$ cat config.mk
export PLATFORM = sky130hd
export DESIGN_NAME = tpl_probe_latch
export DESIGN_NICKNAME = d
export VERILOG_FILES = /design/src/tpl_pkg.sv /design/src/tpl_probe_latch.sv
export SDC_FILE = /design/constraint.sdc
export NUM_CORES = 1
export LEC_CHECK = 0
export ABC_AREA = 1
export ABC_CLOCK_PERIOD_IN_PS = 1720
export BUFFER_PORTS_ARGS = -buffer_cell sky130_fd_sc_hd__buf_2
export CORE_MARGIN = 2
export CORE_UTILIZATION = 29
export CTS_CLUSTER_DIAMETER = 60
export DETAILED_ROUTE_END_ITERATION = 16
export HOLD_SLACK_MARGIN = 0.05
export PLACE_DENSITY_LB_ADDON = 0.12
export SYNTH_ARGS = -nofsm -noshare
export SYNTH_HDL_FRONTEND = slang
export SYNTH_SLANG_ARGS = --single-unit
$ cat constraint.sdc
create_clock -name ref_clk_i -period 1.72 [get_ports ref_clk_i]
set_input_delay 0.258 -clock ref_clk_i [delete_from_list [all_inputs] [get_ports ref_clk_i]]
set_output_delay 0.258 -clock ref_clk_i [all_outputs]
set_load 0.05 [all_outputs]
$ cat src/tpl_pkg.sv
// Purpose: constants and carrier types for the two-channel touch-probe position latch
// Assumes: object-dictionary indices double as the register addresses of the access port
// Notes: channel 2 fields sit CH_STRIDE bits above the channel 1 fields in both words
package tpl_pkg;

  // object-dictionary indices
  localparam logic [15:0] IDX_CTRL = 16'h60b8;
  localparam logic [15:0] IDX_STATE = 16'h60b9;
  localparam logic [15:0] IDX_POS_C1_RISE = 16'h60ba;
  localparam logic [15:0] IDX_POS_C1_FALL = 16'h60bb;
  localparam logic [15:0] IDX_POS_C2_RISE = 16'h60bc;
  localparam logic [15:0] IDX_POS_C2_FALL = 16'h60bd;
  localparam logic [15:0] IDX_CNT_C1_RISE = 16'h60d5;
  localparam logic [15:0] IDX_CNT_C1_FALL = 16'h60d6;
  localparam logic [15:0] IDX_CNT_C2_RISE = 16'h60d7;
  localparam logic [15:0] IDX_CNT_C2_FALL = 16'h60d8;

  // control word field positions within one channel
  localparam int CH_STRIDE = 8;
  localparam int CTRL_EN = 0;
  localparam int CTRL_CONT = 1;
  localparam int CTRL_SRC = 2;
  localparam int CTRL_RISE = 4;
  localparam int CTRL_FALL = 5;

  // status word field positions within one channel
  localparam int STAT_EN = 0;
  localparam int STAT_RISE = 1;
  localparam int STAT_FALL = 2;

  // edge index inside the per-channel arrays
  localparam int EDGE_RISE = 0;
  localparam int EDGE_FALL = 1;

  // pin vector layout: probe 1, probe 2, encoder index
  localparam int PIN_INDEX = 2;
  localparam int NUM_PINS = 3;

  localparam logic [15:0] CTRL_RESET = 16'h0000;
  localparam logic [15:0] STATE_RESET = 16'h0000;
  localparam logic [31:0] RDATA_RESET = 32'h0000_0000;

  typedef struct packed {
    logic wr;
    logic rd;
    logic [15:0] index;
    logic [15:0] wdata;
  } tpl_od_req_t;

endpackage : tpl_pkg

$ cat src/tpl_probe_latch.sv
// Purpose: two-channel touch-probe latch capturing position feedback on probe or index edges
// Assumes: pos_fb_i is produced on ref_clk_i; probe and index pins are asynchronous
// Notes: registers are reached by object-dictionary index over od_req_i
//
// Summary of operation
// - ctrl bit0 enables ch1, bit1 continuous mode
// - ctrl bit8 enables ch2, bit9 continuous mode
// - single-shot captures once, then waits re-arm
// - ctrl bit2 picks probe1 or index for ch1
// - ctrl bit10 picks probe2 or index for ch2
// - ctrl bits4,5 gate ch1 rising, falling edges
// - ctrl bits12,13 gate ch2 rising, falling edges
// - reserved ctrl bits steer nothing
// - status bit0 ch1 enabled, bit1 rise latched
// - status bit2 ch1 falling edge latched
// - status bit8 ch2 enabled, bit9 rise latched
// - status bit10 ch2 fall; other bits zero
// - each capture stores signed 32-bit position
// - 16-bit counter per channel edge counts latches
`timescale 1ns/1ps
module tpl_probe_latch #(
  parameter int POS_W = 32,
  parameter int CNT_W = 16
) (
  input wire logic ref_clk_i,
  input wire logic rst_n_i,
  input wire tpl_pkg::tpl_od_req_t od_req_i,
  input wire logic [1:0] probe_i,
  input wire logic index_i,
  input wire logic signed [POS_W-1:0] pos_fb_i,
  output logic [31:0] od_rdata_o,
  output logic od_rvalid_o,
  output logic od_err_o,
  output logic [15:0] probe_state_o
);
  import tpl_pkg::*;

  logic [15:0] ctrl;
  logic [NUM_PINS-1:0] sync1;
  logic [NUM_PINS-1:0] sync2;
  logic [NUM_PINS-1:0] sync3;
  logic [NUM_PINS-1:0] pin_level;
  logic [NUM_PINS-1:0] pin_level_d;
  logic [NUM_PINS-1:0] next_pin_level;
  logic [NUM_PINS-1:0] pin_rise;
  logic [NUM_PINS-1:0] pin_fall;
  logic [1:0][1:0] trig_edge;
  logic [1:0][1:0] cap_go;
  logic [1:0][1:0] latched;
  logic [1:0] ch_en;
  logic [1:0] ch_cont;
  logic [1:0] ch_src;
  logic [1:0][1:0] edge_en;
  logic signed [POS_W-1:0] cap_pos [2][2];
  logic [CNT_W-1:0] cap_cnt [2][2];
  logic [15:0] next_state;

  // picks the edge of the channel's own probe pin or of the shared index pin
  function automatic logic pick_edge(input logic [NUM_PINS-1:0] edges, input int ch,
                                     input logic use_index);
    pick_edge = use_index ? edges[PIN_INDEX] : edges[ch];
  endfunction : pick_edge

  // control word; reserved bits are stored and read back but steer nothing
  always_ff @(posedge ref_clk_i or negedge rst_n_i) begin
    if (!rst_n_i) begin
      ctrl <= CTRL_RESET;
    end else if (od_req_i.wr && od_req_i.index == IDX_CTRL) begin
      ctrl <= od_req_i.wdata;
    end
  end

  // three-stage synchroniser; sync1 feeds only sync2
  always_ff @(posedge ref_clk_i or negedge rst_n_i) begin
    if (!rst_n_i) begin
      sync1 <= '0;
      sync2 <= '0;
      sync3 <= '0;
    end else begin
      sync1 <= {index_i, probe_i};
      sync2 <= sync1;
      sync3 <= sync2;
    end
  end

  // a level change counts only once stages two and three agree
  always_comb begin
    for (int p = 0; p < NUM_PINS; p++) begin
      next_pin_level[p] = (sync2[p] == sync3[p]) ? sync3[p] : pin_level[p];
    end
  end

  always_ff @(posedge ref_clk_i or negedge rst_n_i) begin
    if (!rst_n_i) begin
      pin_level <= '0;
      pin_level_d <= '0;
    end else begin
      pin_level <= next_pin_level;
      pin_level_d <= pin_level;
    end
  end

  // edges taken per pin before the source mux, so switching source makes no edge
  assign pin_rise = pin_level & ~pin_level_d;
  assign pin_fall = ~pin_level & pin_level_d;

  genvar gc;
  generate
    for (gc = 0; gc < 2; gc++) begin : g_ch
      assign ch_en[gc] = ctrl[gc*CH_STRIDE + CTRL_EN];
      assign ch_cont[gc] = ctrl[gc*CH_STRIDE + CTRL_CONT];
      assign ch_src[gc] = ctrl[gc*CH_STRIDE + CTRL_SRC];
      assign edge_en[gc][EDGE_RISE] = ctrl[gc*CH_STRIDE + CTRL_RISE];
      assign edge_en[gc][EDGE_FALL] = ctrl[gc*CH_STRIDE + CTRL_FALL];
      assign trig_edge[gc][EDGE_RISE] = pick_edge(pin_rise, gc, ch_src[gc]);
      assign trig_edge[gc][EDGE_FALL] = pick_edge(pin_fall, gc, ch_src[gc]);
      for (genvar ge = 0; ge < 2; ge++) begin : g_edge
        // single-shot edge stays blocked while its latch flag is held
        assign cap_go[gc][ge] = ch_en[gc] && edge_en[gc][ge] && trig_edge[gc][ge]
                                && (ch_cont[gc] || !latched[gc][ge]);
      end
    end
  endgenerate

  // latch flags; capture needs the enable, so set and clear never meet
  always_ff @(posedge ref_clk_i or negedge rst_n_i) begin
    if (!rst_n_i) begin
      latched <= '0;
    end else begin
      for (int c = 0; c < 2; c++) begin
        for (int e = 0; e < 2; e++) begin
          if (cap_go[c][e]) begin
            latched[c][e] <= 1'b1;
          end else if (!ch_en[c]) begin
            latched[c][e] <= 1'b0;
          end
        end
      end
    end
  end

  // captured positions and latch counters; counters wrap past the top
  always_ff @(posedge ref_clk_i or negedge rst_n_i) begin
    if (!rst_n_i) begin
      for (int c = 0; c < 2; c++) begin
        for (int e = 0; e < 2; e++) begin
          cap_pos[c][e] <= '0;
          cap_cnt[c][e] <= '0;
        end
      end
    end else begin
      for (int c = 0; c < 2; c++) begin
        for (int e = 0; e < 2; e++) begin
          if (cap_go[c][e]) begin
            cap_pos[c][e] <= pos_fb_i;
            cap_cnt[c][e] <= cap_cnt[c][e] + 1'b1;
          end
        end
      end
    end
  end

  // status word built from next-cycle flags so it tracks latched without lag
  always_comb begin
    next_state = STATE_RESET;
    for (int c = 0; c < 2; c++) begin
      next_state[c*CH_STRIDE + STAT_EN] = ch_en[c];
      next_state[c*CH_STRIDE + STAT_RISE] = cap_go[c][EDGE_RISE] ||
        (latched[c][EDGE_RISE] && ch_en[c]);
      next_state[c*CH_STRIDE + STAT_FALL] = cap_go[c][EDGE_FALL] ||
        (latched[c][EDGE_FALL] && ch_en[c]);
    end
  end

  always_ff @(posedge ref_clk_i or negedge rst_n_i) begin
    if (!rst_n_i) begin
      probe_state_o <= STATE_RESET;
    end else begin
      probe_state_o <= next_state;
    end
  end

  // read port: answer one cycle after rd, unmapped index reads zero and flags error
  always_ff @(posedge ref_clk_i or negedge rst_n_i) begin
    if (!rst_n_i) begin
      od_rdata_o <= RDATA_RESET;
      od_rvalid_o <= 1'b0;
      od_err_o <= 1'b0;
    end else begin
      od_rvalid_o <= od_req_i.rd;
      od_err_o <= 1'b0;
      od_rdata_o <= RDATA_RESET;
      if (od_req_i.rd) begin
        case (od_req_i.index)
          IDX_CTRL: od_rdata_o <= {16'h0000, ctrl};
          IDX_STATE: od_rdata_o <= {16'h0000, probe_state_o};
          IDX_POS_C1_RISE: od_rdata_o <= 32'(cap_pos[0][EDGE_RISE]);
          IDX_POS_C1_FALL: od_rdata_o <= 32'(cap_pos[0][EDGE_FALL]);
          IDX_POS_C2_RISE: od_rdata_o <= 32'(cap_pos[1][EDGE_RISE]);
          IDX_POS_C2_FALL: od_rdata_o <= 32'(cap_pos[1][EDGE_FALL]);
          IDX_CNT_C1_RISE: od_rdata_o <= 32'(cap_cnt[0][EDGE_RISE]);
          IDX_CNT_C1_FALL: od_rdata_o <= 32'(cap_cnt[0][EDGE_FALL]);
          IDX_CNT_C2_RISE: od_rdata_o <= 32'(cap_cnt[1][EDGE_RISE]);
          IDX_CNT_C2_FALL: od_rdata_o <= 32'(cap_cnt[1][EDGE_FALL]);
          default: od_err_o <= 1'b1;
        endcase
      end
    end
  end
endmodule : tpl_probe_latch

Yosys cells after proc, flatten, opt, wreduce, memory -nomap -nowiden
Cells that the tools add are included.
{"block": "op_classes", "n_addsub": 4, "eq_ne": 17, "n_mux": 14, "bitwise_logic": 4, "reduce_logical": 30}
{"op": "one-hot mux 32 bit (10 select lines)", "n": 1}
{"op": "equality test 16 x 15 -> 1 bit, second input constant", "n": 10}
{"op": "adder 16 x 1 -> 16 bit, second input constant", "n": 4}
{"op": "two-way mux 32 bit", "n": 1}
{"op": "logical AND 1 bit", "n": 17}
{"op": "two-way mux 1 bit", "n": 12}
{"op": "OR reduction 10 bit", "n": 1}
{"op": "logical OR 1 bit", "n": 8}
{"op": "!= test 2 x 1 -> 1 bit, second input constant", "n": 4}
{"op": "bitwise AND 3 bit", "n": 2}
{"op": "inverter 3 bit", "n": 2}
{"op": "logical NOT 1 bit", "n": 4}
{"op": "equality test 1 bit", "n": 3}
{"block": "word_totals", "regBits": 267, "output_inout_bits": 50, "elab_cells": 93}

Longest topological paths before layout
Gate-level depths: netlist of run 1.
{"block": "logic_depth", "ltp_word": 6, "depth_mapped": 12}

Worst setup path after synthesis of run 1
OpenSTA, ideal clock, no wires.
{"block": "synth_timing", "path_kind": "input -> register", "startpoint": "in od_req_i[25] in the netlist's numbering", "endpoint": "reg ctrl[10]", "t_arrival_ps": 1430, "path_slack_ps": 162, "cell_stages": 7, "cell_sequence": "nor2_1 -> nand2_1 -> nor2_4 -> buf_2 -> nand3_4 -> buf_2 -> mux2_1"}
{"block": "synth_via", "elab_chain_len": 2}
{"element": "from (decl)", "line": "tpl_probe_latch.sv:27", "text": "input wire tpl_pkg::tpl_od_req_t od_req_i,"}
{"element": "equality test 16 x 15 -> 1 bit", "line": "tpl_probe_latch.sv:68", "text": "end else if (od_req_i.wr && od_req_i.index == IDX_CTRL) begin"}
{"element": "logical AND 1 bit", "line": "tpl_probe_latch.sv:68"}
{"element": "to (signal assigned)", "line": "tpl_probe_latch.sv:69", "text": "ctrl <= od_req_i.wdata;"}
{"element": "to (decl)", "line": "tpl_probe_latch.sv:38", "text": "logic [15:0] ctrl;"}
Every way passes these cells.
A chain may end at the register's enable or synchronous reset.

Worst setup path after layout of run 1
{"block": "layout_timing", "startpoint": "reg pin_level[2]", "endpoint": "reg cap_cnt[45] in the netlist's numbering"}
{"block": "layout_via", "elab_chain_len": 5}
{"element": "from (decl)", "line": "tpl_probe_latch.sv:42", "text": "logic [NUM_PINS-1:0] pin_level;"}
{"element": "from (signal assigned)", "line": "tpl_probe_latch.sv:98", "text": "pin_level <= next_pin_level;"}
{"element": "inverter 3 bit", "line": "tpl_probe_latch.sv:105", "text": "assign pin_fall = ~pin_level & pin_level_d;"}
{"element": "bitwise AND 3 bit", "line": "tpl_probe_latch.sv:105"}
{"element": "two-way mux 1 bit", "line": "tpl_probe_latch.sv:61", "text": "pick_edge = use_index ? edges[PIN_INDEX] : edges[ch];"}
{"element": "logical AND 1 bit", "line": "tpl_probe_latch.sv:119", "text": "assign cap_go[gc][ge] = ch_en[gc] && edge_en[gc][ge] && trig_edge[gc][ge]"}
{"element": "logical AND 1 bit", "line": "tpl_probe_latch.sv:120", "text": "&& (ch_cont[gc] || !latched[gc][ge]);"}
{"element": "to (signal, indexed assignment)", "line": "tpl_probe_latch.sv:156", "text": "cap_cnt[c][e] <= cap_cnt[c][e] + 1'b1;"}
{"element": "to (decl)", "line": "tpl_probe_latch.sv:55", "text": "logic [CNT_W-1:0] cap_cnt [2][2];"}
Every way passes these cells.

==> results of run 1 <==
[state kept, by name, indices dropped and copies added (netlist names), 3 cells and up]
signal         count
sync2              3
od_rdata_o        32
probe_state_o      6
sync1              3
sync3              3
cap_pos          128
cap_cnt           64
latched            4
ctrl              16
pin_level          3
pin_level_d        3
[logic make-up (layout without fill, tap and decap cells)]
logic type      Yosys count  in the layout  share of synthesized area [%]
compound gates          140            140                           5.65
xor+xnor                 56             56                           3.94
fa+ha+maj                 7              7                          0.643
buf+inv                 198            440                           6.86
flops                   267            267                           53.7
mux                      17             17                           1.54
other cells               1             10                         0.0301
simple gates            745            745                           27.7
[metal layers]
metal / up-vias / track usage (%) / routed length [um]
met1: 4895 / 25.3 / 18400
met3: 57 / 3.03 / 1800
met5: - / 0 / 0
met4: 0 / 6.58 / 1080
met2: 221 / 27.8 / 17100
li1: 5044 / - / -
[worst max-delay path, stage by stage (launching register included)]
cell     delay, ps
dfrtp_1        400
o21ai_0        180
buf_4          150
nand3_4        150
nor2_1         210
nand3_2        130
nor2_1         130
xor2_1         170
[power by group through the flow]
stage          sequential (mW)  combinational (mW)  clock (mW)
2_1_floorplan             6.45               0.163           0
3_3_place_gp              6.43               0.513           0
3_5_place_dp              6.43               0.513           0
4_1_cts                   6.32               0.598        8.23
5_1_grt                   6.32               0.653        8.41
6_report                  6.32               0.580        7.96
[final timing paths]
check | start | to | slack [ps] | cells after the start
min reg2reg | sync1[0] | sync2[0] | 340 | 0
max in group asynchronous | rst_n_i | cap_pos[110] | 850 | 3
max reg2reg | pin_level[2] | cap_cnt[45] | 110 | 7
max | pin_level[2] | cap_cnt[45] | 110 | 7
min | pos_fb_i[12] | cap_pos[76] | 50 | 3
min in group asynchronous | rst_n_i | pin_level[0] | 190 | 2
[layout make-up]
| class | count | area, um^2 | area share [%] |
|---|---|---|---|
| Sequential cell | 267 | 6680 | 41.3 |
| Timing Repair Buffer | 256 | 2070 | 12.8 |
| Clock buffer | 48 | 1070 | 6.61 |
| Multi-Input combinational cell | 975 | 5040 | 31.1 |
| Tap cell | 539 | 674 | 4.17 |
| Clock inverter | 21 | 214 | 1.32 |
| Inverter | 115 | 432 | 2.67 |
[through the flow]
stage,cell area (um^2),utilization [%],hold slack [ps]
2_1_floorplan,12500,-,-37.6
3_3_place_gp,14400,34.1,170
3_5_place_dp,14400,34.1,175
4_1_cts,16100,38.3,53.1
5_1_grt,16200,38.4,82.1
6_report,16200,38.4,52.3
[what timing repair did]
| item | in CTS | in global routing |
|---|---|---|
| cloned | 0 | 0 |
| resized for setup | 4 | 10 |
| setup endpoints to repair | 10 | 49 |
| hold buffers | 47 | 0 |
| pin swaps | 0 | 3 |
| endpoints found under the hold margin | 384 | 0 |
| buffers inserted | 0 | 3 |
[cells in the final DEF, fill, tap and decap left out, drive strengths merged]
master / synthesis / layout
a21oi: 4 / 4
and2: 1 / 1
buf: 47 / 209
bufinv: 0 / 3
clkbuf: 36 / 48
clkinv: 0 / 11
clkinvlp: 0 / 3
conb: 1 / 10
dfrtp: 267 / 267
dlygate4sd3: 0 / 47
ha: 4 / 4
inv: 115 / 119
maj3: 3 / 3
mux2: 17 / 17
nand2: 361 / 361
nand3: 141 / 141
nand3b: 4 / 4
nand4: 58 / 58
nor2: 169 / 169
nor3: 11 / 11
o211ai: 1 / 1
o21ai: 135 / 135
xnor2: 19 / 19
xor2: 37 / 37
==> impl_metrics.ini, run 1 <==
[floorplan]
core_area_mm2 = 0.0421
dieHeight_um = 211
dieArea_mm2 = 0.0446
die_w_um = 211
start_util_pct = 29.6
ios = 121
placementRows = 75

[critical_path]
crit_path_end_kind = flip-flop
worst-setup-path-type = reg -> reg
worstPathMaxFanout = 7
cp.arrival_ps = 2070
crit_required_ps = 2180
cp-start-kind = flip-flop

[synth]
synthArstFlopShare_pct = 100
synth-seq-cells = 267
synthCells = 1431
synth_flop_cell = dfrtp_1
yosys_warnings = 0
ys_types = 33
yosysMostFrequentCell = nand2_1
synth_edf_count = 0
syn_area_per_cell_um2 = 8.70
synth_largest_area_cell = dfrtp_1
synthTopCellsByArea = dfrtp_1, nand2_1, nand3_1
synth_area_mm2 = 0.0125
yosysSeqAreaShare_pct = 53.7
netlist_top_cells_count = nand2_1, dfrtp_1, nand3_1, o21ai_0, nor2_1
synth_top_area_share_pct = 53.7

[timing]
fmaxAchievable_mhz = 621
fin_setup_tns_ps = 0
layout_min_cycle_time_ps = 1610
drv_slew = 0
fin_crit_sh_pct = 93.6
fin_ws_ps = 111
finalSetupViolations = 0
fin_skew_ps = 14.5
final_hold_viol_count = 0

[power_and_ir_drop]
switchingPower_mw = 3.45
cellInternalPower_mw = 11.4
seq_power_share_pct = 42.5
finalPower_mw = 14.9
powerDensity_mw_per_mm2 = 918
sw_frac_of_total_pct = 23.2
p_leak_nw = 8.30
power_frac_comb_pct = 3.9
clock_power_share_pct = 53.6
vdd_drop_max_mv = 0.500

[place]
port_buffers = 110
pre_cts_ws_ps = -430
hpwlAfterDp_mm = 27.1
dp.cells = 2102
gp_congestion = 0.844

[routing]
wire_per_inst_um = 17.3
ant_nets = 0
vias = 10200
via_per_inst = 4.60
drt-initial-drc-count = 691
first_pass_iters = 5
drc = 0
finalWirelength_mm = 38.3

[global_routing]
grt_pass1_vias = 10300
grt_use_total_pct = 18.0
grt_pass1_wl_mm = 61.2
grt_overflow_total = 0
grt_antenna_before_repair = 0
grt_max_degree = 59

[cells_and_area]
final_cells = 2221
antenna_cells_inserted = 0
fin_nets = 1728
n_fill_cell = 4319
area_growth_pct = 30.0
drive_above_1_share_pct = 20.6

[clock_network]
cts_tree = yes
worstSkewPairLatency_ps = 540
clock_sinks = 267
h-tree-depth = 2
clockBufferDepth = 3
root_buffer = clkbuf_16
numCtsBuffers = 38
cts.clk_slew.worst_paths_ps = 60

[hold_path]
min_path_type = in -> reg

[run_status]
run_status = finished, final reports clean

[flow_run]
cap_violations = 0
(Power assumes the default switching activity.)
==> run 2: changes to the inputs <==
--- a/config.mk
+++ b/config.mk
@@ -6,7 +6,7 @@
 export NUM_CORES = 1
 export LEC_CHECK = 0
 export ABC_AREA = 1
-export ABC_CLOCK_PERIOD_IN_PS = 1720
+export ABC_CLOCK_PERIOD_IN_PS = 1640
 export BUFFER_PORTS_ARGS = -buffer_cell sky130_fd_sc_hd__buf_2
 export CORE_MARGIN = 2
 export CORE_UTILIZATION = 29
==> constraint.sdc (replaced) <==
create_clock -name ref_clk_i -period 1.64 [get_ports ref_clk_i]
set_input_delay 0.246 -clock ref_clk_i [delete_from_list [all_inputs] [get_ports ref_clk_i]]
set_output_delay 0.246 -clock ref_clk_i [all_outputs]
set_load 0.05 [all_outputs]
==> run 2 against run 1 <==
Utilization rose by 0.42 points. Critical path depth rose by 1. First-iteration DRC count fell by 16%. Setup slack got worse by 51 ps. Clock-buffer cell count rose by 3. Die area did not move. Combinational power rose by 5.7%. Fmax rose by 1.8%. Worst hold slack improved by 17 ps. Wire length fell by 0.58%.
==> impl_metrics.ini, run 2 (synthesized netlist as in run 1, its figures left out) <==
[clock_network]
cts.clk_slew.worst_paths_ps = 60
clockBufferDepth = 3
h-tree-depth = 2
clock_sinks = 267
worstSkewPairLatency_ps = 540
root_buffer = clkbuf_16
cts_tree = yes
numCtsBuffers = 36

[critical_path]
reg2reg_slack_ps = 60
cp-start-kind = flip-flop
worst-setup-path-type = reg -> reg
worst_r2r_path_depth = 8
cp.arrival_ps = 2030
worstPathMaxFanout = 7
r2r_start = ctrl[8]
crit_path_end_kind = flip-flop
r2r_end = cap_cnt[18]
crit_required_ps = 2090

[place]
hpwlAfterDp_mm = 27.1
port_buffers = 110
gp_congestion = 0.801
dp.cells = 2122
pre_cts_ws_ps = -365

[flow_run]
cap_violations = 0

[routing]
vias = 10300
via_per_inst = 4.60
ant_nets = 0
first_pass_iters = 5
wire_per_inst_um = 17.0
drt-initial-drc-count = 580
finalWirelength_mm = 38.1
drc = 0

[cells_and_area]
final_cells = 2241
drive_above_1_share_pct = 22.9
mostFrequentLayoutCell = nand2_1
regMostFlops = cap_pos
mostFrequentLayoutCells = nand2_1, dfrtp_1, nand3_1
area_growth_pct = 31.4
largest_registers = cap_pos (128), cap_cnt (64), od_rdata_o (32)
fin_nets = 1752
largest_reg_flops = 128

[floorplan]
placementRows = 75
dieHeight_um = 211
start_util_pct = 29.6
core_area_mm2 = 0.0421
die_w_um = 211
ios = 121
dieArea_mm2 = 0.0446

[timing]
fin_crit_sh_pct = 96.4
final_hold_viol_count = 0
fmaxAchievable_mhz = 633
layout_min_cycle_time_ps = 1580
drv_slew = 0
finalSetupViolations = 0
rsz0062_at_grt = true
fin_skew_ps = 18.2
fin_setup_tns_ps = 0
fin_ws_ps = 59.8

[global_routing]
grt_max_degree = 59
grt_pass1_wl_mm = 60.2
grt_overflow_total = 0
grt_use_total_pct = 17.8
grt_pass1_vias = 10300
grt_antenna_before_repair = 0

[hold_path]
holdPathEnd = cap_pos[26]
min_path_type = in -> reg
worstHoldStart = pos_fb_i[26]
hold_depth = 3

[power_and_ir_drop]
p_leak_nw = 8.36
vdd_drop_max_mv = 0.617
powerDensity_mw_per_mm2 = 920

[run_status]
run_status = finished, final reports clean
==> run 2: cell count changes in the layout (fill, tap and decap cells not counted), moves of 4 or more <==
cell,change
buf_4,+25
nor2_1,-9
nor2_2,+6
clkinv_2,-5
buf_6,+4
nand3_1,-4
o21ai_0,-4
o21ai_2,+4
==> run 2: cell type report <==
type	count	area, um^2
fillers	4296	25800
flip-flops and latches	267	6680
multi-input cells	975	5120
repair buffers	282	2270
clock buffers	51	1060
well taps	539	674
inverters	115	432
clock inverters	11	123
diodes	1	2.50
==> run 2: how the worst max path moves through the flow <==
stage	start	end	slack, ps	depth (start not counted)
floorplan	od_req_i[25]	ctrl[10]	90	7
global placement	od_req_i[23]	od_rdata_o[13]	-360	13
detailed placement	od_req_i[23]	od_rdata_o[13]	-370	13
CTS	ctrl[8]	cap_cnt[31]	0.9	8
global route	pin_level_d[2]	cap_cnt[63]	-70	10
finish	ctrl[8]	cap_cnt[18]	60	8
==> run 2: what timing repair did <==
item                       in CTS  in global routing
hold buffers                   44                  0
gates resized for setup         8                 43
buffers inserted                2                 10
setup endpoints to repair      76                137
hold endpoints to repair      352                  0
pin swaps                       1                  9
==> run 2: where the power goes <==
group | internal (mW) | switching, mW | leakage, nW | total [mW]
sequential | 6.62 | 0.0158 | 3.02 | 6.64
combinational | 0.218 | 0.395 | 4.77 | 0.613
clock | 4.81 | 2.99 | 0.570 | 7.80
total | 11.6 | 3.40 | 8.36 | 15.0
==> run 2: metrics by stage <==
stage	power [mW]	cell area [um^2]	hold slack (ps)	util, %
6_report	15.0	16400	69.7	38.8
5_1_grt	15.6	16400	73.3	38.8
4_1_cts	15.3	16200	54.0	38.3
3_5_place_dp	7.29	14500	150	34.4
3_3_place_gp	7.29	14500	150	34.4
2_1_floorplan	6.93	12500	-49.6	-
==> run 2: critical path, stage by stage, from the launching register on <==
cell and delay, ps:
dfrtp_1 360, nand2_1 80, a21oi_2 140, buf_4 140, nand3_4 140, buf_4 210
nor2_1 130, buf_4 130, xor2_1 160
==> run 2: routing by layer <==
layer	vias up	wire length, um	global-route usage [%]
met2	234	17200	28.2
met3	47	1720	2.69
met5	-	0	0
met4	0	870	5.68
li1	5089	-	-
met1	4934	18300	24.9
==> run 3: changes to the inputs <==
--- a/config.mk
+++ b/config.mk
@@ -6,7 +6,7 @@
 export NUM_CORES = 1
 export LEC_CHECK = 0
 export ABC_AREA = 1
-export ABC_CLOCK_PERIOD_IN_PS = 1640
+export ABC_CLOCK_PERIOD_IN_PS = 1700
 export BUFFER_PORTS_ARGS = -buffer_cell sky130_fd_sc_hd__buf_2
 export CORE_MARGIN = 2
 export CORE_UTILIZATION = 29
==> constraint.sdc (replaced) <==
create_clock -name ref_clk_i -period 1.7 [get_ports ref_clk_i]
set_input_delay 0.255 -clock ref_clk_i [delete_from_list [all_inputs] [get_ports ref_clk_i]]
set_output_delay 0.255 -clock ref_clk_i [all_outputs]
set_load 0.05 [all_outputs]
==> run 3 against run 2 <==
Clock skew is 4.6 ps lower. Clock power is 5.0% lower. Die area stayed put. Cell count is 1.3% lower. Critical path depth is 2 lower. Power is 4.4% lower. Worst hold slack worse by 12 ps.
==> impl_metrics.ini, run 3 (synthesized netlist as in run 1, its figures left out) <==
[run_status]
run_status = finished, final reports clean

[timing]
fin_skew_ps = 13.6
fin_ws_ps = 74.7
layout_min_cycle_time_ps = 1630
fin_crit_sh_pct = 95.6
rsz0062_at_grt = true
drv_slew = 0
fin_setup_tns_ps = 0
fmaxAchievable_mhz = 615
finalSetupViolations = 0
final_hold_viol_count = 0
maxSlewHeadroom_pct = 60.9
whs_ps = 57.6
tightestPinTransition_ps = 587

[floorplan]
start_util_pct = 29.6
placementRows = 75
ios = 121
core_area_mm2 = 0.0421
die_w_um = 211
dieArea_mm2 = 0.0446
dieHeight_um = 211

[critical_path]
cp.buffers_inverters = 3
critPathSlowestCell = dfrtp_1
crit_path_end_kind = flip-flop
path_cells = inv_1 > a21oi_2 > nand3_4 > buf_6 > buf_4 > mux2_2
cp-start-kind = flip-flop
worstPathMaxFanout = 8
cpPeakStageDelay_ps = 360
crit_family = buffers and inverters
worst-setup-path-type = reg -> reg
cp.arrival_ps = 2030
crit_required_ps = 2110

[global_routing]
grt_antenna_before_repair = 0
grt_pass1_vias = 10100
grt_use_total_pct = 17.6
grt_max_degree = 63
grt_overflow_total = 0
grt_pass1_wl_mm = 60.1

[clock_network]
h-tree-depth = 2
worstSkewPairLatency_ps = 520
root_buffer = clkbuf_16
numCtsBuffers = 34
clock_sinks = 267
cts.clk_slew.worst_paths_ps = 60
cts_tree = yes
clockBufferDepth = 3

[routing]
drc = 0
wire_per_inst_um = 17.3
via_per_inst = 4.60
first_pass_iters = 5
vias = 10200
ant_nets = 0
drt-initial-drc-count = 679
finalWirelength_mm = 38.2

[place]
gp_congestion = 0.817
pre_cts_ws_ps = -320
port_buffers = 110
hpwlAfterDp_mm = 27.6
place_area_mm2 = 0.0145

[cells_and_area]
regMostFlops = cap_pos
drive_above_1_share_pct = 21.7
mostFrequentLayoutCells = nand2_1, dfrtp_1, nand3_1
n_fill_cell = 4312
final_area_mm2 = 0.0161
area_growth_pct = 29.1
fin_nets = 1724
mostFrequentLayoutCell = nand2_1
largest_registers = cap_pos (128), cap_cnt (64), od_rdata_o (32)
largest_reg_flops = 128
antenna_cells_inserted = 0

[power_and_ir_drop]
p_leak_nw = 8.24
powerDensity_mw_per_mm2 = 895
vdd_drop_max_mv = 0.510
finalPower_mw = 14.4

[flow_run]
cap_violations = 0

[hold_path]
min_path_type = in -> reg
==> run 3: worst paths after layout <==
path,start,end,slack [ps],cells past startpoint
setup / recovery,ctrl[1],cap_cnt[33],70,6
min in group asynchronous,rst_n_i,sync2[2],310,2
max in group asynchronous,rst_n_i,cap_pos[25],750,3
hold / removal,pos_fb_i[29],cap_pos[29],60,3
setup reg to reg,ctrl[1],cap_cnt[33],70,6
hold reg to reg,sync1[0],sync2[0],350,0
==> run 3: power breakdown <==
group | internal (mW) | total (mW) | switching (mW) | leakage [nW]
Clock | 4.64 | 7.41 | 2.77 | 0.566
Combinational | 0.203 | 0.582 | 0.379 | 4.65
Sequential | 6.39 | 6.40 | 0.0131 | 3.02
Total | 11.2 | 14.4 | 3.17 | 8.24
==> run 3: tightest hold or removal path: stages <==
cell and delay [ps]:
buf_2 80, inv_1 60, o21ai_0 150
==> run 3: cell type report <==
class	instances	area, um^2	area share [%]
sequential	267	6680	41.6
multi-input combinational	975	5070	31.5
timing repair buffer	256	2070	12.9
clock buffer	47	981	6.10
tap	539	674	4.19
inverter	115	432	2.69
clock inverter	12	170	1.06
==> run 3: stage by stage <==
stage	std cells	util [%]
CTS	2208	37.9
floorplan	1440	-
detailed placement	2120	34.5
finish	2211	38.2
global placement	2120	34.5
global route	2211	38.2
==> run 3: layer usage <==
layer / global-route usage, % / vias up / part of all wire, %
met5: 0 / - / 0
met3: 2.53 / 38 / 3.9
met1: 25.6 / 4899 / 49
li1: - / 5028 / -
met4: 3.93 / 0 / 1.6
met2: 27.9 / 201 / 46
==> run 3: repair_timing <==
| item | CTS | global route |
|---|---|---|
| resized for setup | 6 | 23 |
| setup endpoints to repair | 67 | 69 |
| pin swaps | 1 | 6 |
| gates cloned | 0 | 0 |
| setup buffers | 1 | 3 |
| endpoints found under the hold margin | 81 | 0 |
| hold buffers | 28 | 0 |
